### src/verilog/ffo_pkg.sv
package ffo_pkg;
    // stored count width covers the larger variant plus output register
    localparam int CNT_W = 18;
    localparam int DATA_W = 9;
    localparam int OFS_W = 17;
    // capacity in fall-through mode, memory plus output register
    localparam logic [CNT_W-1:0] CAP_SMALL = 18'h10001;
    localparam logic [CNT_W-1:0] CAP_LARGE = 18'h20001;
    // half-full threshold in fall-through mode
    localparam logic [CNT_W-1:0] HALF_SMALL = 18'h08002;
    localparam logic [CNT_W-1:0] HALF_LARGE = 18'h10002;
    // default offsets chosen by the load select level at master reset
    localparam logic [OFS_W-1:0] OFS_DEF_PAR = 17'h0007f;
    localparam logic [OFS_W-1:0] OFS_DEF_SER = 17'h003ff;
    // serial bit totals and parallel byte register totals
    localparam logic [5:0] SER_BITS_SMALL = 6'h20;
    localparam logic [5:0] SER_BITS_LARGE = 6'h22;
    localparam logic [2:0] PAR_REGS_SMALL = 3'h4;
    localparam logic [2:0] PAR_REGS_LARGE = 3'h6;
    // partial flags settle this many edges after the last offset bit
    localparam logic [1:0] FLAG_SETTLE = 2'h2;
    localparam int FIFO_DEPTH = 4;
endpackage

### src/verilog/ffo_if.sv
`timescale 1ns/100ps
interface ffo_if;
    logic offset_load_select_n;
    logic write_strobe_n;
    logic read_strobe_n;
    logic serial_shift_enable_low;
    logic serial_in;
    logic master_reset_n;
    logic [ffo_pkg::DATA_W-1:0] data_in_bus;
    logic [ffo_pkg::DATA_W-1:0] data_out_bus;
    logic input_ready_flag_n;
    logic almost_full_flag_n;
    logic half_full_flag_n;
    logic almost_empty_flag_n;
    logic output_ready_flag_n;
    modport device (
        input offset_load_select_n, write_strobe_n, read_strobe_n,
        input serial_shift_enable_low, serial_in, master_reset_n, data_in_bus,
        output data_out_bus, input_ready_flag_n, almost_full_flag_n,
        output half_full_flag_n, almost_empty_flag_n, output_ready_flag_n
    );
    modport host (
        output offset_load_select_n, write_strobe_n, read_strobe_n,
        output serial_shift_enable_low, serial_in, master_reset_n, data_in_bus,
        input data_out_bus, input_ready_flag_n, almost_full_flag_n,
        input half_full_flag_n, almost_empty_flag_n, output_ready_flag_n
    );
endinterface

### src/verilog/ffo_device.sv
`timescale 1ns/100ps
// Summary of operation
// [RULE1] empty: ir low, paf high, hf high, pae low, or high
// [RULE2] pae high from n+2 words; or low when nonempty
// [RULE3] half-full low from half plus two words
// [RULE4] paf low from cap-m; ir high at capacity
// [RULE5] defaults 127 parallel, 1023 serial
// [RULE6] loading method latched only during master reset
// [RULE7] load select high at reset means serial
// [RULE8] parallel write steps through offset byte registers
// [RULE9] parallel read steps through offset byte registers
// [RULE10] byte pointers wrap back to empty lsb
// [RULE11] serial shift one bit per edge, 32/34 total
// [RULE12] serial load covers every bit, no selection
// [RULE13] serial enable high blocks serial writes
// [RULE14] memory writes interleave; shifting resumes in place
// [RULE15] serial pause keeps bit position
// [RULE16] partial flags held invalid, valid two edges later
// [RULE17] no serial readback path exists
// [RULE18] parallel readback allowed in either method
// [RULE19] offset logic ignores the timing mode
// [RULE20] load select high routes strobes to memory
// [RULE21] output ready falls after first write
module ffo_device #(
    parameter bit LARGE = 1'b0,
    parameter int DEPTH = ffo_pkg::FIFO_DEPTH
) (
    input wire logic i_clock,
    input wire logic i_resetn,
    ffo_if.device bus,
    input wire logic [ffo_pkg::CNT_W-1:0] i_stored_count,
    input wire logic i_first_word_fall_through_mode,
    output logic o_mem_valid,
    input wire logic i_mem_ready,
    output logic [ffo_pkg::DATA_W-1:0] o_mem_data,
    input wire logic i_mem_read,
    output logic o_serial_method,
    output logic o_flags_valid
);
    import ffo_pkg::*;

    typedef enum logic [1:0] {
        ST_RESET = 2'b00,
        ST_RUN = 2'b01,
        ST_SETTLE = 2'b10
    } ffo_state_t;

    logic [OFS_W-1:0] empty_ofs_reg, empty_ofs_next, full_ofs_reg, full_ofs_next;
    logic serial_reg, serial_next;
    logic [2:0] wptr_reg, wptr_next, rptr_reg, rptr_next;
    logic [5:0] sptr_reg, sptr_next;
    logic [1:0] settle_reg, settle_next;
    ffo_state_t state_reg, state_next;
    logic [DATA_W-1:0] q_reg, q_next;
    logic [2:0] nregs;
    logic [5:0] nbits;
    logic par_wr, par_rd, ser_wr, mem_wr, mem_rd, fifo_in_ready;
    logic [CNT_W-1:0] cap, half;

    // which offset register and byte a parallel pointer addresses
    function automatic logic sel_full(input logic [2:0] p, input logic [2:0] n);
        sel_full = (p >= (n >> 1));
    endfunction
    function automatic logic [1:0] sel_byte(input logic [2:0] p, input logic [2:0] n);
        logic [2:0] b;
        b = sel_full(p, n) ? p - (n >> 1) : p;
        sel_byte = b[1:0];
    endfunction

    assign nregs = LARGE ? PAR_REGS_LARGE : PAR_REGS_SMALL;
    assign nbits = LARGE ? SER_BITS_LARGE : SER_BITS_SMALL;
    assign cap = LARGE ? CAP_LARGE : CAP_SMALL;
    assign half = LARGE ? HALF_LARGE : HALF_SMALL;

    // strobe decode; the timing mode never enters here [RULE19]
    assign par_wr = !bus.offset_load_select_n && !bus.write_strobe_n
        && bus.read_strobe_n && bus.serial_shift_enable_low; // [RULE8]
    assign par_rd = !bus.offset_load_select_n && bus.write_strobe_n
        && !bus.read_strobe_n && bus.serial_shift_enable_low; // [RULE9] [RULE18]
    assign ser_wr = serial_reg && !bus.offset_load_select_n && bus.write_strobe_n
        && bus.read_strobe_n && !bus.serial_shift_enable_low; // [RULE11] [RULE13] [RULE15]
    assign mem_wr = bus.offset_load_select_n && !bus.write_strobe_n
        && bus.master_reset_n; // [RULE20] [RULE14]
    assign mem_rd = bus.offset_load_select_n && !bus.read_strobe_n
        && bus.master_reset_n; // [RULE20]

    // offset registers, pointers and readback
    always_comb begin
        logic [1:0] by;
        logic [OFS_W-1:0] cur;
        logic [DATA_W-1:0] src;
        empty_ofs_next = empty_ofs_reg;
        full_ofs_next = full_ofs_reg;
        serial_next = serial_reg;
        wptr_next = wptr_reg;
        rptr_next = rptr_reg;
        sptr_next = sptr_reg;
        q_next = q_reg;
        by = '0;
        cur = '0;
        src = '0;
        if (!bus.master_reset_n) begin
            serial_next = bus.offset_load_select_n; // [RULE6] [RULE7]
            empty_ofs_next = serial_next ? OFS_DEF_SER : OFS_DEF_PAR; // [RULE5]
            full_ofs_next = empty_ofs_next;
            wptr_next = '0;
            rptr_next = '0;
            sptr_next = '0;
        end else begin
            if (par_wr) begin
                by = sel_byte(wptr_reg, nregs);
                cur = sel_full(wptr_reg, nregs) ? full_ofs_reg : empty_ofs_reg;
                case (by)
                    2'h0: cur[7:0] = bus.data_in_bus[7:0];
                    2'h1: cur[16:8] = bus.data_in_bus;
                    default: cur[16] = bus.data_in_bus[0];
                endcase
                if (!LARGE && by == 2'h1) begin
                    cur[16] = 1'b0;
                end
                if (LARGE && by == 2'h1) begin
                    cur[15:8] = bus.data_in_bus[7:0];
                    cur[16] = sel_full(wptr_reg, nregs) ? full_ofs_reg[16] : empty_ofs_reg[16];
                end
                if (sel_full(wptr_reg, nregs)) begin
                    full_ofs_next = cur;
                end else begin
                    empty_ofs_next = cur;
                end
                wptr_next = (wptr_reg == nregs - 1'b1) ? '0 : wptr_reg + 1'b1; // [RULE10]
            end
            if (par_rd) begin
                src = '0;
                cur = sel_full(rptr_reg, nregs) ? full_ofs_reg : empty_ofs_reg;
                by = sel_byte(rptr_reg, nregs);
                case (by)
                    2'h0: src = {1'b0, cur[7:0]};
                    2'h1: src = LARGE ? {1'b0, cur[15:8]} : cur[16:8];
                    default: src = {8'h00, cur[16]};
                endcase
                q_next = src; // readback only on the parallel path [RULE17]
                rptr_next = (rptr_reg == nregs - 1'b1) ? '0 : rptr_reg + 1'b1; // [RULE10]
            end
            if (ser_wr) begin
                // every bit position is walked in turn [RULE12]
                if (sptr_reg < 6'(OFS_W) - (LARGE ? 6'h0 : 6'h1)) begin
                    empty_ofs_next[sptr_reg[4:0]] = bus.serial_in;
                end else begin
                    full_ofs_next[5'(sptr_reg - (nbits >> 1))] = bus.serial_in;
                end
                sptr_next = (sptr_reg == nbits - 1'b1) ? '0 : sptr_reg + 1'b1; // [RULE15]
            end
            // a memory word reaches the output only on a memory read strobe [RULE20]
            if (mem_rd && i_mem_read && o_mem_valid) begin
                q_next = o_mem_data;
            end
        end
    end

    // flag validity: invalid while loading, settles two edges after [RULE16]
    always_comb begin
        state_next = state_reg;
        settle_next = settle_reg;
        case (state_reg)
            ST_RESET: state_next = bus.master_reset_n ? ST_RUN : ST_RESET;
            ST_RUN: begin
                if (par_wr || ser_wr) begin
                    state_next = ST_SETTLE;
                    settle_next = '0;
                end
            end
            ST_SETTLE: begin
                if (par_wr || ser_wr) begin
                    settle_next = '0;
                end else if ((wptr_reg == '0) && (sptr_reg == '0)) begin
                    settle_next = settle_reg + 1'b1;
                    if (settle_reg + 1'b1 == FLAG_SETTLE) begin
                        state_next = ST_RUN;
                    end
                end
            end
            default: state_next = ST_RESET;
        endcase
        if (!bus.master_reset_n) begin
            state_next = ST_RESET;
            settle_next = '0;
        end
    end

    always_ff @(posedge i_clock or negedge i_resetn) begin
        if (!i_resetn) begin
            empty_ofs_reg <= OFS_DEF_PAR;
            full_ofs_reg <= OFS_DEF_PAR;
            serial_reg <= 1'b0;
            wptr_reg <= '0;
            rptr_reg <= '0;
            sptr_reg <= '0;
            q_reg <= '0;
            settle_reg <= '0;
            state_reg <= ST_RESET;
        end else begin
            empty_ofs_reg <= empty_ofs_next;
            full_ofs_reg <= full_ofs_next;
            serial_reg <= serial_next;
            wptr_reg <= wptr_next;
            rptr_reg <= rptr_next;
            sptr_reg <= sptr_next;
            q_reg <= q_next;
            settle_reg <= settle_next;
            state_reg <= state_next;
        end
    end

    // flag decode from the stored count in fall-through mode (low = asserted)
    always_comb begin
        logic [CNT_W-1:0] c;
        c = i_stored_count;
        bus.output_ready_flag_n = (c == '0); // [RULE1] [RULE21]
        bus.almost_empty_flag_n = (c >= CNT_W'(empty_ofs_reg) + 18'h00002); // [RULE2]
        bus.half_full_flag_n = !(c >= half); // [RULE3]
        bus.almost_full_flag_n = !(c >= cap - CNT_W'(full_ofs_reg)); // [RULE4]
        bus.input_ready_flag_n = (c >= cap) || !fifo_in_ready; // [RULE4]
    end

    assign bus.data_out_bus = q_reg;
    assign o_serial_method = serial_reg;
    assign o_flags_valid = (state_reg == ST_RUN);

    // words written to memory pass through a small buffer toward the core
    ffo_fifo #(
        .WIDTH(DATA_W),
        .DEPTH(DEPTH)
    ) u_fifo (
        .i_clock(i_clock),
        .i_resetn(i_resetn),
        .i_in_valid(mem_wr),
        .o_in_ready(fifo_in_ready),
        .i_in_data(bus.data_in_bus),
        .o_out_valid(o_mem_valid),
        .i_out_ready(i_mem_ready),
        .o_out_data(o_mem_data)
    );
endmodule

### src/verilog/ffo_fifo.sv
`timescale 1ns/100ps
module ffo_fifo #(
    parameter int WIDTH = 9,
    parameter int DEPTH = 4
) (
    input wire logic i_clock,
    input wire logic i_resetn,
    input wire logic i_in_valid,
    output logic o_in_ready,
    input wire logic [WIDTH-1:0] i_in_data,
    output logic o_out_valid,
    input wire logic i_out_ready,
    output logic [WIDTH-1:0] o_out_data
);
    localparam int AW = (DEPTH > 1) ? $clog2(DEPTH) : 1;
    logic [WIDTH-1:0] mem_reg [DEPTH];
    logic [AW-1:0] wr_reg, wr_next, rd_reg, rd_next;
    logic [AW:0] cnt_reg, cnt_next;
    logic push, pop;

    // flags come straight from the count so full and empty never lie
    assign o_in_ready = (cnt_reg != (AW+1)'(DEPTH));
    assign o_out_valid = (cnt_reg != '0);
    assign o_out_data = mem_reg[rd_reg];
    assign push = i_in_valid && o_in_ready;
    assign pop = o_out_valid && i_out_ready;

    // pointer and count updates, wrapping at the depth
    always_comb begin
        wr_next = wr_reg;
        rd_next = rd_reg;
        cnt_next = cnt_reg;
        if (push) begin
            wr_next = (wr_reg == AW'(DEPTH - 1)) ? '0 : wr_reg + 1'b1;
        end
        if (pop) begin
            rd_next = (rd_reg == AW'(DEPTH - 1)) ? '0 : rd_reg + 1'b1;
        end
        if (push && !pop) begin
            cnt_next = cnt_reg + 1'b1;
        end else if (pop && !push) begin
            cnt_next = cnt_reg - 1'b1;
        end
    end

    always_ff @(posedge i_clock or negedge i_resetn) begin
        if (!i_resetn) begin
            wr_reg <= '0;
            rd_reg <= '0;
            cnt_reg <= '0;
        end else begin
            wr_reg <= wr_next;
            rd_reg <= rd_next;
            cnt_reg <= cnt_next;
        end
    end

    // storage has no reset; contents are only read when counted valid
    always_ff @(posedge i_clock) begin
        if (push) begin
            mem_reg[wr_reg] <= i_in_data;
        end
    end
endmodule

### src/flat_wrapper.sv
// flat-port wrapper written by rule: the top's interface ports become plain ports
module ffo_device_flat import ffo_pkg::*;
#(
    parameter bit LARGE = 1'b0,
    parameter int DEPTH = ffo_pkg::FIFO_DEPTH
)
  (i_clock, i_resetn, i_stored_count, i_first_word_fall_through_mode, o_mem_valid, i_mem_ready, o_mem_data, i_mem_read, o_serial_method, o_flags_valid, bus_offset_load_select_n, bus_write_strobe_n, bus_read_strobe_n, bus_serial_shift_enable_low, bus_serial_in, bus_master_reset_n, bus_data_in_bus, bus_data_out_bus, bus_input_ready_flag_n, bus_almost_full_flag_n, bus_half_full_flag_n, bus_almost_empty_flag_n, bus_output_ready_flag_n);
  ffo_if bus_i ();
  input wire logic i_clock;
  input wire logic i_resetn;
  input wire logic [ffo_pkg::CNT_W-1:0] i_stored_count;
  input wire logic i_first_word_fall_through_mode;
  output logic o_mem_valid;
  input wire logic i_mem_ready;
  output logic [ffo_pkg::DATA_W-1:0] o_mem_data;
  input wire logic i_mem_read;
  output logic o_serial_method;
  output logic o_flags_valid;
  input wire logic [$bits(bus_i.offset_load_select_n)-1:0] bus_offset_load_select_n;
  input wire logic [$bits(bus_i.write_strobe_n)-1:0] bus_write_strobe_n;
  input wire logic [$bits(bus_i.read_strobe_n)-1:0] bus_read_strobe_n;
  input wire logic [$bits(bus_i.serial_shift_enable_low)-1:0] bus_serial_shift_enable_low;
  input wire logic [$bits(bus_i.serial_in)-1:0] bus_serial_in;
  input wire logic [$bits(bus_i.master_reset_n)-1:0] bus_master_reset_n;
  input wire logic [$bits(bus_i.data_in_bus)-1:0] bus_data_in_bus;
  output wire logic [$bits(bus_i.data_out_bus)-1:0] bus_data_out_bus;
  output wire logic [$bits(bus_i.input_ready_flag_n)-1:0] bus_input_ready_flag_n;
  output wire logic [$bits(bus_i.almost_full_flag_n)-1:0] bus_almost_full_flag_n;
  output wire logic [$bits(bus_i.half_full_flag_n)-1:0] bus_half_full_flag_n;
  output wire logic [$bits(bus_i.almost_empty_flag_n)-1:0] bus_almost_empty_flag_n;
  output wire logic [$bits(bus_i.output_ready_flag_n)-1:0] bus_output_ready_flag_n;
  assign bus_i.offset_load_select_n = bus_offset_load_select_n;
  assign bus_i.write_strobe_n = bus_write_strobe_n;
  assign bus_i.read_strobe_n = bus_read_strobe_n;
  assign bus_i.serial_shift_enable_low = bus_serial_shift_enable_low;
  assign bus_i.serial_in = bus_serial_in;
  assign bus_i.master_reset_n = bus_master_reset_n;
  assign bus_i.data_in_bus = bus_data_in_bus;
  assign bus_data_out_bus = bus_i.data_out_bus;
  assign bus_input_ready_flag_n = bus_i.input_ready_flag_n;
  assign bus_almost_full_flag_n = bus_i.almost_full_flag_n;
  assign bus_half_full_flag_n = bus_i.half_full_flag_n;
  assign bus_almost_empty_flag_n = bus_i.almost_empty_flag_n;
  assign bus_output_ready_flag_n = bus_i.output_ready_flag_n;
  ffo_device #(.LARGE(LARGE), .DEPTH(DEPTH)) u_core (.i_clock(i_clock), .i_resetn(i_resetn), .bus(bus_i), .i_stored_count(i_stored_count), .i_first_word_fall_through_mode(i_first_word_fall_through_mode), .o_mem_valid(o_mem_valid), .i_mem_ready(i_mem_ready), .o_mem_data(o_mem_data), .i_mem_read(i_mem_read), .o_serial_method(o_serial_method), .o_flags_valid(o_flags_valid));
endmodule
### config.mk
export PLATFORM = sky130hd
export DESIGN_NAME = ffo_device_flat
export DESIGN_NICKNAME = d
export VERILOG_FILES = /design/src/verilog/ffo_pkg.sv /design/src/verilog/ffo_if.sv /design/src/verilog/ffo_device.sv /design/src/verilog/ffo_fifo.sv /design/src/flat_wrapper.sv
export SDC_FILE = /design/constraint.sdc
export NUM_CORES = 1
export LEC_CHECK = 0
export BUFFER_PORTS_ARGS = -buffer_cell sky130_fd_sc_hd__buf_2
export CORE_MARGIN = 2
export CORE_UTILIZATION = 45
export CTS_CLUSTER_DIAMETER = 80
export DETAILED_ROUTE_END_ITERATION = 12
export MAX_ROUTING_LAYER = met4
export PLACE_DENSITY_LB_ADDON = 0.05
export RECOVER_POWER = 100
export SYNTH_ARGS = -nofsm -noshare
export SYNTH_HDL_FRONTEND = slang
export SYNTH_SLANG_ARGS = --single-unit
### constraint.sdc
create_clock -name i_clock -period 3.3 [get_ports i_clock]
set_clock_uncertainty 0.05 [all_clocks]
set_input_delay 0.66 -clock i_clock [delete_from_list [all_inputs] [get_ports i_clock]]
set_output_delay 0.66 -clock i_clock [all_outputs]
set_load 0.05 [all_outputs]
Yosys cells after proc, flatten, opt, wreduce, memory -nomap -nowiden. Memory sizes are Yosys's and may differ from the RTL's. Cells that the tools add are included. Widths: inputs -> output; s select.

$add $sub $neg: 13. Multiply operators: 0. Div/mod/pow operators: 0. Magnitude comparators: 11. Equal/unequal tests: 20. Shift-type cells: 0. Mux-type cells: 56. Bitwise logic cells: 0. Reduce and logical (&&, ||, !) cells: 46.

Operators with widths (count): $mux 17 (14); $ge 18x18->1 (2); $bwmux 17 (2); $mux 2 (13); $mux 3 (8); $logic_and 1x1->1 (23); $add 17x2->18 const B (1); $ge 18x16->1 const B (1); $ge 18x17->1 const B (1); $logic_not 18->1 (1); $mux 6 (3); $mux 9 (2); $pmux 9 s2 (1); $sub 17x17->18 const A (1); $mux 8 (2); $lt 5x6->1 const B (2); $ne 3x2->1 const B (4); $demux 1 s5 (2); $ge 5x1->1 const B (2); $mux 10 (1); $add 3x1->3 const B (3); $logic_not 1->1 (9); $eq 2x2->1 const B (4); $add 2x1->2 const B (3); other kinds (24) (41).

Flip-flop bits (word level): 67. Latch bits: 0. Memory bits (writable): 36. Bits in read-only memories: 0. Bits of input ports: 38. Output and inout port bits: 26. Logic and storage cells: 159. Memories kept: 1.

Memory list: u_core.u_fifo.mem_reg (depth 4, bits a word 9, read ports 1, clocked after Yosys merged registers in 0, write ports 1, line ffo_fifo.sv:16) `logic [WIDTH-1:0] mem_reg [DEPTH];`.

Depth between registers and ports, before layout. Gate-level depths: netlist of the first run.

Depth in word-level cells: 12. Mapped depth: 12. Depth with buffers taken out: 12.

By module. Synthesis of the first run repeated with hierarchy kept, for this count alone.

Cells, all modules: 646. Area total of the unflattened synthesis: 6762.7 um2.

Modules (own cells, without submodules): ffo_device (instances 1, cells each 563, area an instance 5026.1 um2, seq. area each 1519.0 um2); ffo_fifo (instances 1, cells each 83, area an instance 1736.7 um2, seq. area each 1256.2 um2).

Worst setup path after synthesis of the first run. OpenSTA, ideal clock, no wires.

Kind: register to output. From: reg u_core.full_ofs_reg[5]. To: out bus_almost_full_flag_n. Arrival: 3060 ps. Required time: 2590 ps. Setup slack: -470 ps. Stages on the path, launching flop included: 13. Buffers on the path: 1. Cell sequence: dfstp_2 clkbuf_1 nor4_1 nand2b_1 or4_1 nor3_1 xor2_1 ha_1 nand2_1 a21oi_1 a211oi_1 o21ai_0 a21oi_1.

Cells in the longest elaborated chain, start to end: 3.

RTL lines: from (decl) (line ffo_device.sv:48) `logic [OFS_W-1:0] empty_ofs_reg, empty_ofs_next, full_ofs_reg, full_ofs_next;`; from (signal assigned) (line ffo_device.sv:203) `full_ofs_reg <= full_ofs_next;`; $sub 17x17->18 (line ffo_device.sv:221) `bus.almost_full_flag_n = !(c >= cap - CNT_W'(full_ofs_reg));`; $ge 18x18->1 (line ffo_device.sv:221); $logic_not 1->1 (line ffo_device.sv:221); to (decl) (line flat_wrapper.sv:28) `output wire logic [$bits(bus_i.almost_full_flag_n)-1:0] bus_almost_full_flag_n;`.

Every way passes these cells.

Worst setup path after layout of the first run.
From: reg u_core.full_ofs_reg[7]. To: out bus_almost_full_flag_n.

The elaborated chain is that of the path after synthesis.

==> flow_summary.html, run 1 <==
<table>
<tr><th>Metric</th><th>Value</th></tr>
<tr><th colspan="2">STA</th></tr>
<tr><td>Slew Viols, Final</td><td>72</td></tr>
<tr><td>Ratio of final minimum period to clock period</td><td>112%</td></tr>
<tr><td>Final critical-path setup slack</td><td>-0.396 ns</td></tr>
<tr><td>Slew margin rel.</td><td>-33.9%</td></tr>
<tr><td>Unrepaired setup endpoints after global routing</td><td>yes</td></tr>
<tr><td>Hold violation count in the final report</td><td>0</td></tr>
<tr><td>Post-Route Hold Slack</td><td>0.436 ns</td></tr>
<tr><td>Actual slew at the worst max-slew pin</td><td>2.01 ns</td></tr>
<tr><td>Setup Viol. Count Final</td><td>2</td></tr>
<tr><td>Min Clock Period, post-route</td><td>3.70 ns</td></tr>
<tr><td>Fmax achieved</td><td>271 MHz</td></tr>
<tr><th colspan="2">Global route</th></tr>
<tr><td>Total congestion overflow after global routing</td><td>0</td></tr>
<tr><td>Overall fraction of global-route tracks in use</td><td>25.6%</td></tr>
<tr><td>Initial antenna violation count</td><td>1</td></tr>
<tr><td>Via count of the first global-routing pass</td><td>5,563</td></tr>
<tr><td>Wire length of the first global-routing pass</td><td>30,700 um</td></tr>
<tr><td>Pin count of the biggest net entering global routing</td><td>39</td></tr>
<tr><th colspan="2">Finish</th></tr>
<tr><td>Utilization of the core after routing</td><td>54.0%</td></tr>
<tr><td>Final instance area</td><td>7880 um^2</td></tr>
<tr><td>Cell Count, Final, Fillers Out</td><td>939</td></tr>
<tr><td>Commonest non-fill, non-tap cell in the layout</td><td>nand2_1</td></tr>
<tr><td>Final-stage net count</td><td>841</td></tr>
<tr><td>Share of layout cells above drive strength 1</td><td>20.6%</td></tr>
<tr><td>Most frequent cells in the layout</td><td>67 x nand2_1, 53 x dfrtp_1, 52 x ha_1</td></tr>
<tr><td>Synth-to-Final Area Change</td><td>17.1%</td></tr>
<tr><td>Number of flip-flops under the largest register name</td><td>36</td></tr>
<tr><th colspan="2">Placement</th></tr>
<tr><td>Area post-placement</td><td>7510 um^2</td></tr>
<tr><td>Detailed-placement wirelength estimate</td><td>14,700 um</td></tr>
<tr><td>Dpl cells</td><td>918</td></tr>
<tr><td>GP Congestion</td><td>0.875</td></tr>
<tr><td>Port buffer count</td><td>62</td></tr>
<tr><th colspan="2">Critical path</th></tr>
<tr><td>Critical path required time</td><td>2.59 ns</td></tr>
<tr><td>Worst EP arrival</td><td>2.99 ns</td></tr>
<tr><td>CP max stage delay</td><td>0.47 ns</td></tr>
<tr><td>Max stage delay cell, worst path</td><td>or4_4</td></tr>
<tr><td>CP max FO</td><td>3</td></tr>
<tr><td>Worst path buffer plus inverter count</td><td>1</td></tr>
<tr><td>Critical path type</td><td>flip-flop to output pin</td></tr>
<tr><td>Top delay family on crit path</td><td>simple AND/OR/NAND/NOR gates</td></tr>
<tr><td>Nature of the critical path startpoint</td><td>flip-flop</td></tr>
<tr><td>Ordered cell list for the critical path</td><td>nor4_4 -&gt; nand2b_1 -&gt; or4_4 -&gt; nor2_1 -&gt; xnor2_1 -&gt; ha_1 -&gt; a21o_1 -&gt; a21oi_1 -&gt; o21ai_1 -&gt; a21oi_4 -&gt; buf_6</td></tr>
<tr><td>Nature of the critical path endpoint</td><td>output pin</td></tr>
<tr><th colspan="2">Logic synthesis</th></tr>
<tr><td>Yosys synthesis warning count</td><td>0</td></tr>
<tr><td>Gate count after technology mapping</td><td>653</td></tr>
<tr><td>Post-Synthesis Net Count</td><td>745</td></tr>
<tr><td>Most frequently used flop master after synthesis</td><td>dfrtp_1</td></tr>
<tr><td>Syn_area_per_cell</td><td>10.3 um^2</td></tr>
<tr><td>Number of enable-type register cells in the synthesized netlist</td><td>36</td></tr>
<tr><td>Netlist area before placement</td><td>6730 um^2</td></tr>
<tr><td>Sequential area share after synthesis</td><td>41.2%</td></tr>
<tr><td>Register bit count reported by yosys</td><td>103</td></tr>
<tr><td>Post-synthesis async set-or-reset flop share</td><td>65.0%</td></tr>
<tr><td>Number of library cell types mapped by synthesis</td><td>68</td></tr>
<tr><th colspan="2">Routing</th></tr>
<tr><td>Number of DRC violations after detailed-routing iteration 0</td><td>413</td></tr>
<tr><td>Wire per inst</td><td>20.4 um</td></tr>
<tr><td>Residual DRC count</td><td>0</td></tr>
<tr><td>Total wire length after detailed routing</td><td>19,200 um</td></tr>
<tr><td>Vias per cell</td><td>5.86</td></tr>
<tr><td>Number of routed nets with antenna violations</td><td>0</td></tr>
<tr><td>TritonRoute pass-1 iters</td><td>5</td></tr>
<tr><td>Via count</td><td>5,505</td></tr>
<tr><th colspan="2">Clock tree</th></tr>
<tr><td>Count of H-tree levels built during CTS</td><td>3</td></tr>
<tr><td>Number of buffers inserted during clock tree synthesis</td><td>9</td></tr>
<tr><td>Insertion delay of the later-clocked pin in the worst-skew pair</td><td>0.36 ns</td></tr>
<tr><td>Sink count of the clock tree</td><td>103</td></tr>
<tr><td>Number of hold-repair buffers added at the cts stage</td><td>0</td></tr>
<tr><td>CTS clk-pin slew, worst paths</td><td>0.07 ns</td></tr>
<tr><td>Root Buffer Master</td><td>clkbuf_16</td></tr>
<tr><td>CTS tree</td><td>built</td></tr>
<tr><td>Number of buffers on the longest clock path</td><td>2</td></tr>
<tr><th colspan="2">Run status</th></tr>
<tr><td>Run status</td><td>complete, but fails checks</td></tr>
<tr><td>Violations in the final reports</td><td>max-capacitance violations, max-slew violations, negative setup slack</td></tr>
<tr><th colspan="2">Floorplan</th></tr>
<tr><td>Top-level port count</td><td>64</td></tr>
<tr><td>Total number of placement rows</td><td>44</td></tr>
<tr><td>Die outline area</td><td>16,000 um^2</td></tr>
<tr><td>Die width</td><td>126 um</td></tr>
<tr><td>Height of the chip</td><td>126 um</td></tr>
<tr><td>Starting Density</td><td>46.1%</td></tr>
<tr><td>Area inside the core boundary</td><td>14,600 um^2</td></tr>
<tr><th colspan="2">Power and ir drop</th></tr>
<tr><td>Ratio of total power to cell area</td><td>481 nW/um^2</td></tr>
<tr><td>Peak VDD IR</td><td>0.424 mV</td></tr>
<tr><td>Leakage power of the design</td><td>0.00327 uW</td></tr>
<tr><th colspan="2">Hold path</th></tr>
<tr><td>Worst hold path class</td><td>flip-flop to flip-flop</td></tr>
<tr><th colspan="2">Flow run</th></tr>
<tr><td>Max-cap viol count</td><td>2</td></tr>
</table>
final timing paths:
path / start / endpoint / slack (ns) / cells past startpoint
setup / recovery: u_core.full_ofs_reg[7]$_DFF_PN0_ / bus_almost_full_flag_n / -0.40 / 11
hold / removal: u_core.bus.data_out_bus[6]$_DFFE_PN0P_ / u_core.bus.data_out_bus[6]$_DFFE_PN0P_ / 0.44 / 2
setup reg to reg: u_core.rptr_reg[0]$_DFFE_PN0P_ / u_core.bus.data_out_bus[7]$_DFFE_PN0P_ / 0.75 / 7
hold reg to reg: u_core.bus.data_out_bus[6]$_DFFE_PN0P_ / u_core.bus.data_out_bus[6]$_DFFE_PN0P_ / 0.44 / 2
max in group asynchronous: i_resetn / u_core.sptr_reg[0]$_DFFE_PN0P_ / 0.82 / 2
min in group asynchronous: i_resetn / u_core.full_ofs_reg[10]$_DFF_PN0_ / 0.82 / 1
cell usage after synthesis (5+ instances only):
library cell  number  area [um^2]
nand2_1           68          255
dfrtp_1           53         1330
ha_1              53          663
nor2_1            47          176
edfxtp_1          36         1080
mux2i_1           33          330
o21ai_0           33          165
a21oi_1           28          140
xor2_1            21          184
clkbuf_1          19         71.3
inv_1             19         71.3
nand4_1           16          100
nor3_1            16         80.1
mux4_2            15          338
nand3_1           15         75.1
dfstp_2           14          368
a31oi_1           13         81.3
xnor2_1           11         96.3
a211oi_1          10         75.1
and2_1             8         50.1
nor4_1             8         50.1
o311a_1            8         80.1
a22oi_1            7         52.6
nand2b_1           7         43.8
or4_1              7         52.6
a21o_1             6         45.0
and3_1             5         31.3
buf_2              5         25.0
mux2_2             5         56.3
o21ai_1            5         25.0
routing by layer:
metal  track usage, %  vias to the layer above  part of all wire, %
met5                -                        -                    0
met4             7.63                        0                  2.2
met3             4.60                       31                  5.2
met2             39.9                      154                   47
met1             34.5                     2671                   46
li1                 -                     2649                    -
cells by family (layout without fill, tap and decap cells):
kind of cell / Yosys count / after routing / share of synthesized area (%)
simple gates: 231 / 231 / 18.0
compound gates: 132 / 132 / 12.6
flops: 103 / 103 / 41.2
fa+ha+maj: 54 / 54 / 10.1
mux: 53 / 53 / 10.8
buf+inv: 48 / 149 / 3.10
xor+xnor: 32 / 32 / 4.16
other cells: 0 / 1 / 0
final cells by class:
cell class,count,area (um^2)
fillers,1318,6710
multi-input cells,502,3860
flip-flops and latches,103,2780
repair buffers,112,643
well taps,184,230
clock buffers,9,225
inverters,21,78.8
clock inverters,7,66.3
diodes,1,2.50
timing repair:
item / CTS / global route
buffers inserted: 1 / 3
gates cloned: 0 / 0
setup endpoints to repair: 2 / 2
gates resized for setup: 22 / 5
pin swaps: 10 / 7
through the flow:
stage                     TNS, ns  power (uW)  worst slack (ns)
after floorplan           -0.0890        2430           -0.0890
after detailed placement   -0.553        2780            -0.342
after global placement     -0.436        2750            -0.301
after CTS                  -0.771        3840            -0.411
final                      -0.751        3790            -0.396
after global routing        -1.93        3990            -0.586
where the power goes:
group / switching (uW) / internal, uW
logic: 773 / 367
registers: 160 / 1440
clock network: 516 / 529
worst register-to-register path, stage by stage (launching register included):
cell and delay, ns:
dfrtp_1 0.35, clkinv_1 0.30, ha_1 0.38, nor3_2 0.17, buf_4 0.23, mux4_2 0.56
a22oi_1 0.25, o21ai_0 0.11
(Power assumes the default switching activity.)
==> run 2, diff against run 1 <==
- BUFFER_PORTS_ARGS: -buffer_cell sky130_fd_sc_hd__buf_2 -> -buffer_cell sky130_fd_sc_hd__clkbuf_2
- GPL_TIMING_DRIVEN: unset -> 0
==> flow_summary.html, run 2 (synthesized netlist as in run 1, its figures left out) <==
<table>
<tr><th>Metric</th><th>Value</th></tr>
<tr><th colspan="2">Routing</th></tr>
<tr><td>Number of DRC violations after detailed-routing iteration 0</td><td>443 (+7.3%)</td></tr>
<tr><td>Number of routed nets with antenna violations</td><td>0 (unchanged)</td></tr>
<tr><td>Via count</td><td>5,624 (+2.2%)</td></tr>
<tr><td>Residual DRC count</td><td>0 (unchanged)</td></tr>
<tr><td>TritonRoute pass-1 iters</td><td>5 (unchanged)</td></tr>
<tr><td>Wire per inst</td><td>20.9 um (+2.4%)</td></tr>
<tr><td>Vias per cell</td><td>6.07 (+3.5%)</td></tr>
<tr><td>Total wire length after detailed routing</td><td>19,400 um (+1.1%)</td></tr>
<tr><th colspan="2">Floorplan</th></tr>
<tr><td>Die outline area</td><td>16,000 um^2 (unchanged)</td></tr>
<tr><td>Height of the chip</td><td>126 um (unchanged)</td></tr>
<tr><td>Area inside the core boundary</td><td>14,600 um^2 (unchanged)</td></tr>
<tr><td>Top-level port count</td><td>64 (unchanged)</td></tr>
<tr><td>Die width</td><td>126 um (unchanged)</td></tr>
<tr><td>Total number of placement rows</td><td>44 (unchanged)</td></tr>
<tr><td>Starting Density</td><td>46.1% (unchanged)</td></tr>
<tr><th colspan="2">Clock tree</th></tr>
<tr><td>Number of buffers on the longest clock path</td><td>2 (unchanged)</td></tr>
<tr><td>Sink count of the clock tree</td><td>103 (unchanged)</td></tr>
<tr><td>Root Buffer Master</td><td>clkbuf_16</td></tr>
<tr><td>Count of H-tree levels built during CTS</td><td>3 (unchanged)</td></tr>
<tr><td>Insertion delay of the later-clocked pin in the worst-skew pair</td><td>0.35 ns (about the same)</td></tr>
<tr><td>CTS clk-pin slew, worst paths</td><td>0.07 ns (about the same)</td></tr>
<tr><td>Number of hold-repair buffers added at the cts stage</td><td>0 (unchanged)</td></tr>
<tr><td>Number of buffers inserted during clock tree synthesis</td><td>9 (unchanged)</td></tr>
<tr><td>CTS tree</td><td>built</td></tr>
<tr><th colspan="2">Critical path</th></tr>
<tr><td>Critical path required time</td><td>2.59 ns (about the same)</td></tr>
<tr><td>CP max FO</td><td>4 (+1)</td></tr>
<tr><td>Worst flop-to-flop path endpoint</td><td>u_core.bus.data_out_bus[7]$_DFFE_PN0P_</td></tr>
<tr><td>Nature of the critical path endpoint</td><td>output pin</td></tr>
<tr><td>Worst EP arrival</td><td>2.98 ns (about the same)</td></tr>
<tr><td>Number of cells on the worst reg-to-reg path</td><td>7 (unchanged)</td></tr>
<tr><td>Origin of the critical flop-to-flop path</td><td>u_core.rptr_reg[0]$_DFFE_PN0P_</td></tr>
<tr><td>Slack of the worst reg-to-reg path</td><td>-0.15 ns (-0.90 ns)</td></tr>
<tr><td>Critical path type</td><td>flip-flop to output pin</td></tr>
<tr><td>Nature of the critical path startpoint</td><td>flip-flop</td></tr>
<tr><th colspan="2">STA</th></tr>
<tr><td>Post-Route Hold Slack</td><td>0.330 ns (-0.106 ns)</td></tr>
<tr><td>Ratio of final minimum period to clock period</td><td>112% (-0.14 points)</td></tr>
<tr><td>Slew Viols, Final</td><td>0 (-100%)</td></tr>
<tr><td>Actual slew at the worst max-slew pin</td><td>1.43 ns (-0.582 ns)</td></tr>
<tr><td>Slew margin rel.</td><td>4.92% (+39 points)</td></tr>
<tr><td>Final critical-path setup slack</td><td>-0.391 ns (+0.00473 ns)</td></tr>
<tr><td>Fmax achieved</td><td>271 MHz (+0.13%)</td></tr>
<tr><td>Unrepaired setup endpoints after global routing</td><td>yes</td></tr>
<tr><td>Min Clock Period, post-route</td><td>3.69 ns (-0.00473 ns)</td></tr>
<tr><td>Hold violation count in the final report</td><td>0 (unchanged)</td></tr>
<tr><td>Setup Viol. Count Final</td><td>4 (+2)</td></tr>
<tr><th colspan="2">Power and ir drop</th></tr>
<tr><td>Total power</td><td>3800 uW (+0.18%)</td></tr>
<tr><td>Part of the total power dissipated in sequential elements</td><td>40.8% (-1.5 points)</td></tr>
<tr><td>Leakage power of the design</td><td>0.00317 uW (-3.3%)</td></tr>
<tr><td>Ratio of total power to cell area</td><td>489 nW/um^2 (+1.7%)</td></tr>
<tr><td>Proportion of power drawn by the clock network</td><td>27.2% (-0.4 points)</td></tr>
<tr><td>Peak VDD IR</td><td>0.412 mV (-2.8%)</td></tr>
<tr><td>Internal power contribution</td><td>2340 uW (+0.14%)</td></tr>
<tr><td>Switching power as a share of total power</td><td>38.3% (about the same)</td></tr>
<tr><td>Net load switching power</td><td>1450 uW (+0.25%)</td></tr>
<tr><td>Proportion of power drawn by combinational gates</td><td>32.0% (+1.9 points)</td></tr>
<tr><th colspan="2">Global route</th></tr>
<tr><td>Met2 layer usage reported by global route</td><td>39.8% (-0.063 points)</td></tr>
<tr><td>Via count of the first global-routing pass</td><td>5,707 (+2.6%)</td></tr>
<tr><td>Initial antenna violation count</td><td>0 (-1)</td></tr>
<tr><td>Grt peak-use layer</td><td>met2</td></tr>
<tr><td>Global Route met1 Usage</td><td>34.0% (-0.53 points)</td></tr>
<tr><td>Overall fraction of global-route tracks in use</td><td>25.4% (-0.23 points)</td></tr>
<tr><td>Wire length of the first global-routing pass</td><td>30,700 um (about the same)</td></tr>
<tr><td>Pin count of the biggest net entering global routing</td><td>56 (+44%)</td></tr>
<tr><td>Total congestion overflow after global routing</td><td>0 (unchanged)</td></tr>
<tr><td>Global routing usage on met3</td><td>3.46% (-1.1 points)</td></tr>
<tr><th colspan="2">Placement</th></tr>
<tr><td>Detailed-placement wirelength estimate</td><td>14,800 um (+0.80%)</td></tr>
<tr><td>Port buffer count</td><td>61 (-1.6%)</td></tr>
<tr><td>Worst setup timing slack at the placement stage</td><td>-0.472 ns (-0.130 ns)</td></tr>
<tr><td>GP Congestion</td><td>0.941 (+7.5%)</td></tr>
<tr><td>Area post-placement</td><td>7310 um^2 (-2.6%)</td></tr>
<tr><th colspan="2">Finish</th></tr>
<tr><td>Most frequent cells in the layout</td><td>66 x nand2_1, 59 x clkbuf_1, 51 x dfrtp_1</td></tr>
<tr><td>Synth-to-Final Area Change</td><td>15.3%</td></tr>
<tr><td>Commonest non-fill, non-tap cell in the layout</td><td>nand2_1</td></tr>
<tr><td>Final-stage net count</td><td>830 (-1.3%)</td></tr>
<tr><td>Share of layout cells above drive strength 1</td><td>17.5% (-3.1 points)</td></tr>
<tr><td>Final instance area</td><td>7760 um^2 (-1.5%)</td></tr>
<tr><td>Number of flip-flops under the largest register name</td><td>36 (unchanged)</td></tr>
<tr><td>Antenna diode count</td><td>0 (-1)</td></tr>
<tr><th colspan="2">Hold path</th></tr>
<tr><td>Worst hold path class</td><td>input pin to asynchronous set/reset pin</td></tr>
<tr><th colspan="2">Run status</th></tr>
<tr><td>Violations in the final reports</td><td>negative setup slack</td></tr>
<tr><td>Run status</td><td>complete, but fails checks</td></tr>
<tr><th colspan="2">Flow run</th></tr>
<tr><td>Max-cap viol count</td><td>0 (-2)</td></tr>
</table>
==> run 2: layout make-up <==
class | instances | area, um^2
Buffer | 26 | 109
Clock buffer | 10 | 229
Clock inverter | 6 | 52.6
Fill cell | 1348 | 6830
Inverter | 21 | 78.8
Multi-Input combinational cell | 502 | 3900
Sequential cell | 103 | 2780
Tap cell | 184 | 230
Timing Repair Buffer | 75 | 383
==> run 2: power groups by stage <==
stage | Sequential (uW) | Clock, uW | Combinational, uW
finish | 1550 | 1030 | 1220
floorplan | 1670 | 0 | 753
CTS | 1550 | 1040 | 1250
global placement | 1570 | 0 | 1180
detailed placement | 1580 | 0 | 1220
global route | 1560 | 1100 | 1310
==> run 2: per-layer routing <==
metal / wire length, um / share of wire [%]
met5: 0 / 0
met3: 909 / 4.7
met4: 651 / 3.4
met1: 9000 / 46
met2: 8850 / 46
==> run 2: per-stage QoR <==
stage	setup TNS, ns	util, %	instances
2_1_floorplan	-0.0890	-	653
3_3_place_gp	-0.886	49.9	898
3_5_place_dp	-0.931	50.1	899
4_1_cts	-0.784	53.7	925
5_1_grt	-1.90	53.2	927
6_report	-0.975	53.2	927
==> run 2: timing repair <==
action	in CTS	in global routing
pin swaps	14	5
endpoints found under the setup margin	2	2
gates resized for setup	37	5
setup buffers	11	2
hold endpoints to repair	0	0
==> run 2: worst max path at each step <==
stage / from / endpoint / cells past startpoint / slack [ns]
global route: u_core.full_ofs_reg[7]$_DFF_PN0_ / bus_almost_full_flag_n / 12 / -0.56
CTS: u_core.full_ofs_reg[7]$_DFF_PN0_ / bus_almost_full_flag_n / 12 / -0.39
floorplan: u_core.full_ofs_reg[5]$_DFF_PN1_ / bus_almost_full_flag_n / 12 / -0.09
global placement: u_core.full_ofs_reg[8]$_DFF_PN0_ / bus_almost_full_flag_n / 12 / -0.46
detailed placement: u_core.full_ofs_reg[8]$_DFF_PN0_ / bus_almost_full_flag_n / 12 / -0.47
finish: u_core.full_ofs_reg[8]$_DFF_PN0_ / bus_almost_full_flag_n / 12 / -0.39
==> run 2: critical path: stages, from the launching register on <==
cell and delay [ns]:
dfrtp_2 0.47, nor4_4 0.24, nand2b_1 0.15, or4_4 0.47, nor3_4 0.13, xor2_1 0.19
ha_1 0.28, nand2_1 0.07, a21oi_1 0.04, a211oi_1 0.18, o21ai_1 0.12, a21oi_4 0.14
buf_8 0.16
==> run 3, diff against run 2 <==
- CORE_UTILIZATION: 45 -> 30
- clock period: 3.3 -> 4.3 ns (I/O delays scaled with it)
==> flow_summary.html, run 3 (synthesized netlist as in run 1, its figures left out) <==
<table>
<tr><th>Metric</th><th>Value</th></tr>
<tr><th colspan="2">Power and ir drop</th></tr>
<tr><td>Proportion of power drawn by the clock network</td><td>28.1% (+0.9 points)</td></tr>
<tr><td>Proportion of power drawn by combinational gates</td><td>31.1% (-0.9 points)</td></tr>
<tr><td>Part of the total power dissipated in sequential elements</td><td>40.8% (about the same)</td></tr>
<tr><td>Leakage power of the design</td><td>0.00312 uW (-1.4%)</td></tr>
<tr><td>Ratio of total power to cell area</td><td>378 nW/um^2 (-23%)</td></tr>
<tr><td>Internal power contribution</td><td>1790 uW (-24%)</td></tr>
<tr><td>Net load switching power</td><td>1130 uW (-22%)</td></tr>
<tr><td>Peak VDD IR</td><td>0.212 mV (-48%)</td></tr>
<tr><td>Switching power as a share of total power</td><td>38.8% (+0.51 points)</td></tr>
<tr><th colspan="2">Finish</th></tr>
<tr><td>Area of combinational cells with multiple inputs</td><td>3800 um^2 (-2.6%)</td></tr>
<tr><td>Utilization of the core after routing</td><td>35.4% (-18 points)</td></tr>
<tr><td>Most frequent cells in the layout</td><td>67 x nand2_1, 59 x clkbuf_1, 52 x ha_1</td></tr>
<tr><td>Antenna diode count</td><td>0 (unchanged)</td></tr>
<tr><td>Number of flip-flops under the largest register name</td><td>36 (unchanged)</td></tr>
<tr><td>Reg area</td><td>2780 um^2 (unchanged)</td></tr>
<tr><td>Fillers</td><td>2,254 (+67%)</td></tr>
<tr><td>Final instance area</td><td>7750 um^2 (-0.23%)</td></tr>
<tr><td>Final-stage net count</td><td>823 (-0.84%)</td></tr>
<tr><td>Cell Count, Final, Fillers Out</td><td>1,016 (+9.6%)</td></tr>
<tr><td>Share of layout cells above drive strength 1</td><td>15.1% (-2.4 points)</td></tr>
<tr><td>Synth-to-Final Area Change</td><td>15.1%</td></tr>
<tr><td>Commonest non-fill, non-tap cell in the layout</td><td>nand2_1</td></tr>
<tr><th colspan="2">Clock tree</th></tr>
<tr><td>Number of hold-repair buffers added at the cts stage</td><td>0 (unchanged)</td></tr>
<tr><td>CTS tree</td><td>built</td></tr>
<tr><td>Number of buffers on the longest clock path</td><td>2 (unchanged)</td></tr>
<tr><td>Sink count of the clock tree</td><td>103 (unchanged)</td></tr>
<tr><td>Root Buffer Master</td><td>clkbuf_16</td></tr>
<tr><td>Count of H-tree levels built during CTS</td><td>3 (unchanged)</td></tr>
<tr><td>CTS clk-pin slew, worst paths</td><td>0.08 ns (about the same)</td></tr>
<tr><td>Number of buffers inserted during clock tree synthesis</td><td>9 (unchanged)</td></tr>
<tr><td>Insertion delay of the later-clocked pin in the worst-skew pair</td><td>0.36 ns (about the same)</td></tr>
<tr><th colspan="2">Critical path</th></tr>
<tr><td>Nature of the critical path endpoint</td><td>output pin</td></tr>
<tr><td>Worst EP arrival</td><td>3.27 ns (+0.29 ns)</td></tr>
<tr><td>CP startpoint</td><td>u_core.empty_ofs_reg[2]$_DFF_PN1_</td></tr>
<tr><td>Critical path type</td><td>flip-flop to output pin</td></tr>
<tr><td>Origin of the critical flop-to-flop path</td><td>u_core.rptr_reg[0]$_DFFE_PN0P_</td></tr>
<tr><td>Worst flop-to-flop path endpoint</td><td>u_core.bus.data_out_bus[1]$_DFFE_PN0P_</td></tr>
<tr><td>Critical path required time</td><td>3.39 ns (+0.80 ns)</td></tr>
<tr><td>Slack of the worst reg-to-reg path</td><td>0.25 ns (+0.40 ns)</td></tr>
<tr><td>Number of cells on the worst reg-to-reg path</td><td>7 (unchanged)</td></tr>
<tr><td>Nature of the critical path startpoint</td><td>flip-flop</td></tr>
<tr><td>CP max FO</td><td>5 (+1)</td></tr>
<tr><th colspan="2">Hold path</th></tr>
<tr><td>Hold-critical path endpoint</td><td>u_core.o_serial_method$_DFFE_PN0N_</td></tr>
<tr><td>Origin of the worst min-delay path</td><td>u_core.o_serial_method$_DFFE_PN0N_</td></tr>
<tr><td>Worst hold path class</td><td>flip-flop to flip-flop</td></tr>
<tr><td>Worst hold path depth</td><td>2</td></tr>
<tr><th colspan="2">Global route</th></tr>
<tr><td>Via count of the first global-routing pass</td><td>5,319 (-6.8%)</td></tr>
<tr><td>Total congestion overflow after global routing</td><td>0 (unchanged)</td></tr>
<tr><td>Initial antenna violation count</td><td>0 (unchanged)</td></tr>
<tr><td>Wire length of the first global-routing pass</td><td>32,700 um (+6.4%)</td></tr>
<tr><td>Pin count of the biggest net entering global routing</td><td>50 (-11%)</td></tr>
<tr><td>Overall fraction of global-route tracks in use</td><td>18.7% (-6.7 points)</td></tr>
<tr><th colspan="2">STA</th></tr>
<tr><td>Actual slew at the worst max-slew pin</td><td>1.60 ns (+0.172 ns)</td></tr>
<tr><td>Min Clock Period, post-route</td><td>4.18 ns</td></tr>
<tr><td>Setup Viol. Count Final</td><td>0 (-4)</td></tr>
<tr><td>Slew margin rel.</td><td>-7.36% (-12 points)</td></tr>
<tr><td>Summed negative setup slack over all endpoints</td><td>0 ns (+0.975 ns)</td></tr>
<tr><td>Hold violation count in the final report</td><td>0 (unchanged)</td></tr>
<tr><td>Ratio of final minimum period to clock period</td><td>97.1%</td></tr>
<tr><td>Fmax achieved</td><td>239 MHz</td></tr>
<tr><td>Slew Viols, Final</td><td>10 (+10)</td></tr>
<tr><th colspan="2">Floorplan</th></tr>
<tr><td>Starting Density</td><td>30.7% (-15 points)</td></tr>
<tr><td>Die outline area</td><td>23,700 um^2 (+48%)</td></tr>
<tr><td>Top-level port count</td><td>64 (unchanged)</td></tr>
<tr><td>Die width</td><td>154 um (+22%)</td></tr>
<tr><td>Height of the chip</td><td>154 um (+22%)</td></tr>
<tr><td>Total number of placement rows</td><td>54 (+23%)</td></tr>
<tr><td>Area inside the core boundary</td><td>21,900 um^2 (+50%)</td></tr>
<tr><th colspan="2">Routing</th></tr>
<tr><td>Wire per inst</td><td>20.8 um (-0.47%)</td></tr>
<tr><td>Post-Route M1 WL</td><td>10,200 um (+13%)</td></tr>
<tr><td>Vias per cell</td><td>5.26 (-13%)</td></tr>
<tr><td>Total length of routed met3 wires</td><td>832 um (-8.5%)</td></tr>
<tr><td>Max layer used</td><td>met4</td></tr>
<tr><td>Via count</td><td>5,341 (-5.0%)</td></tr>
<tr><td>Total wire length after detailed routing</td><td>21,200 um (+9.1%)</td></tr>
<tr><td>Residual DRC count</td><td>0 (unchanged)</td></tr>
<tr><td>Number of DRC violations after detailed-routing iteration 0</td><td>341 (-23%)</td></tr>
<tr><td>TritonRoute pass-1 iters</td><td>5 (unchanged)</td></tr>
<tr><td>Met2 routed WL</td><td>9950 um (+12%)</td></tr>
<tr><td>Number of routed nets with antenna violations</td><td>0 (unchanged)</td></tr>
<tr><th colspan="2">Flow run</th></tr>
<tr><td>Max-cap viol count</td><td>1 (+1)</td></tr>
<tr><th colspan="2">Placement</th></tr>
<tr><td>Area post-placement</td><td>7420 um^2 (+1.4%)</td></tr>
<tr><td>GP Congestion</td><td>0.808 (-14%)</td></tr>
<tr><td>Port buffer count</td><td>61 (unchanged)</td></tr>
<tr><td>Dpl cells</td><td>995 (+11%)</td></tr>
<tr><td>Detailed-placement wirelength estimate</td><td>16,500 um (+11%)</td></tr>
<tr><th colspan="2">Run status</th></tr>
<tr><td>Violations in the final reports</td><td>max-capacitance violations, max-slew violations</td></tr>
<tr><td>Run status</td><td>complete, but fails checks</td></tr>
</table>
==> run 3: cell count changes in the layout (fill, tap and decap cells not counted), sizes merged <==
cell	previous run	this run
buf	18	12
clkinvlp	2	1
clkbuf	93	91
inv	22	24
==> run 3: area by class of cell <==
type / instances / share of cell area (%)
Clock inverter: 7 / 0.791
Clock buffer: 9 / 2.91
Buffer: 26 / 1.41
Inverter: 21 / 1.02
Sequential cell: 103 / 35.9
Tap cell: 280 / 4.52
Timing Repair Buffer: 68 / 4.43
Multi-Input combinational cell: 502 / 49.1
==> run 3: through the flow <==
| step | worst slack (ns) | total power [uW] | hold slack (ns) |
|---|---|---|---|
| after floorplan | 0.330 | 1860 | 0.426 |
| after global placement | 0.214 | 2130 | 0.450 |
| after detailed placement | 0.213 | 2150 | 0.445 |
| after CTS | 0.0200 | 2990 | 0.377 |
| after global routing | -0.0114 | 3090 | 0.486 |
| final | 0.124 | 2920 | 0.456 |
==> run 3: worst max path at each step <==
stage | end | slack [ns]
CTS | bus_almost_empty_flag_n | 0.02
global placement | bus_almost_empty_flag_n | 0.21
floorplan | bus_almost_full_flag_n | 0.33
detailed placement | bus_almost_empty_flag_n | 0.21
global route | bus_almost_empty_flag_n | -0.01
finish | bus_almost_empty_flag_n | 0.12
==> run 3: power groups by stage <==
| stage | clock (uW) | sequential, uW | combinational [uW] |
|---|---|---|---|
| after global routing | 884 | 1210 | 999 |
| after CTS | 849 | 1190 | 948 |
| after global placement | 0 | 1210 | 921 |
| after detailed placement | 0 | 1210 | 943 |
| after floorplan | 0 | 1280 | 575 |
| final | 821 | 1190 | 911 |
==> run 3: per-layer routing <==
metal,up-vias,GRT usage [%]
met2,112,29.4
met3,13,2.90
met1,2601,25.7
met5,-,-
met4,0,3.93
li1,2615,-
==> run 3: what timing repair did <==
| item | in CTS | in global routing |
|---|---|---|
| setup endpoints to repair | 2 | 2 |
| setup buffers | 1 | 5 |
| pin swaps | 0 | 2 |
| resized for setup | 5 | 16 |
==> run 3: critical path, cell delays in order (launching register included) <==
cell and delay, ns:
dfstp_2 0.59, ha_2 0.22, and3_4 0.20, and3_1 0.19, xnor2_1 0.09, ha_1 0.32, nand3_2 0.11, or3b_2 0.49
a311o_1 0.37, o2111ai_1 0.09, clkbuf_8 0.22
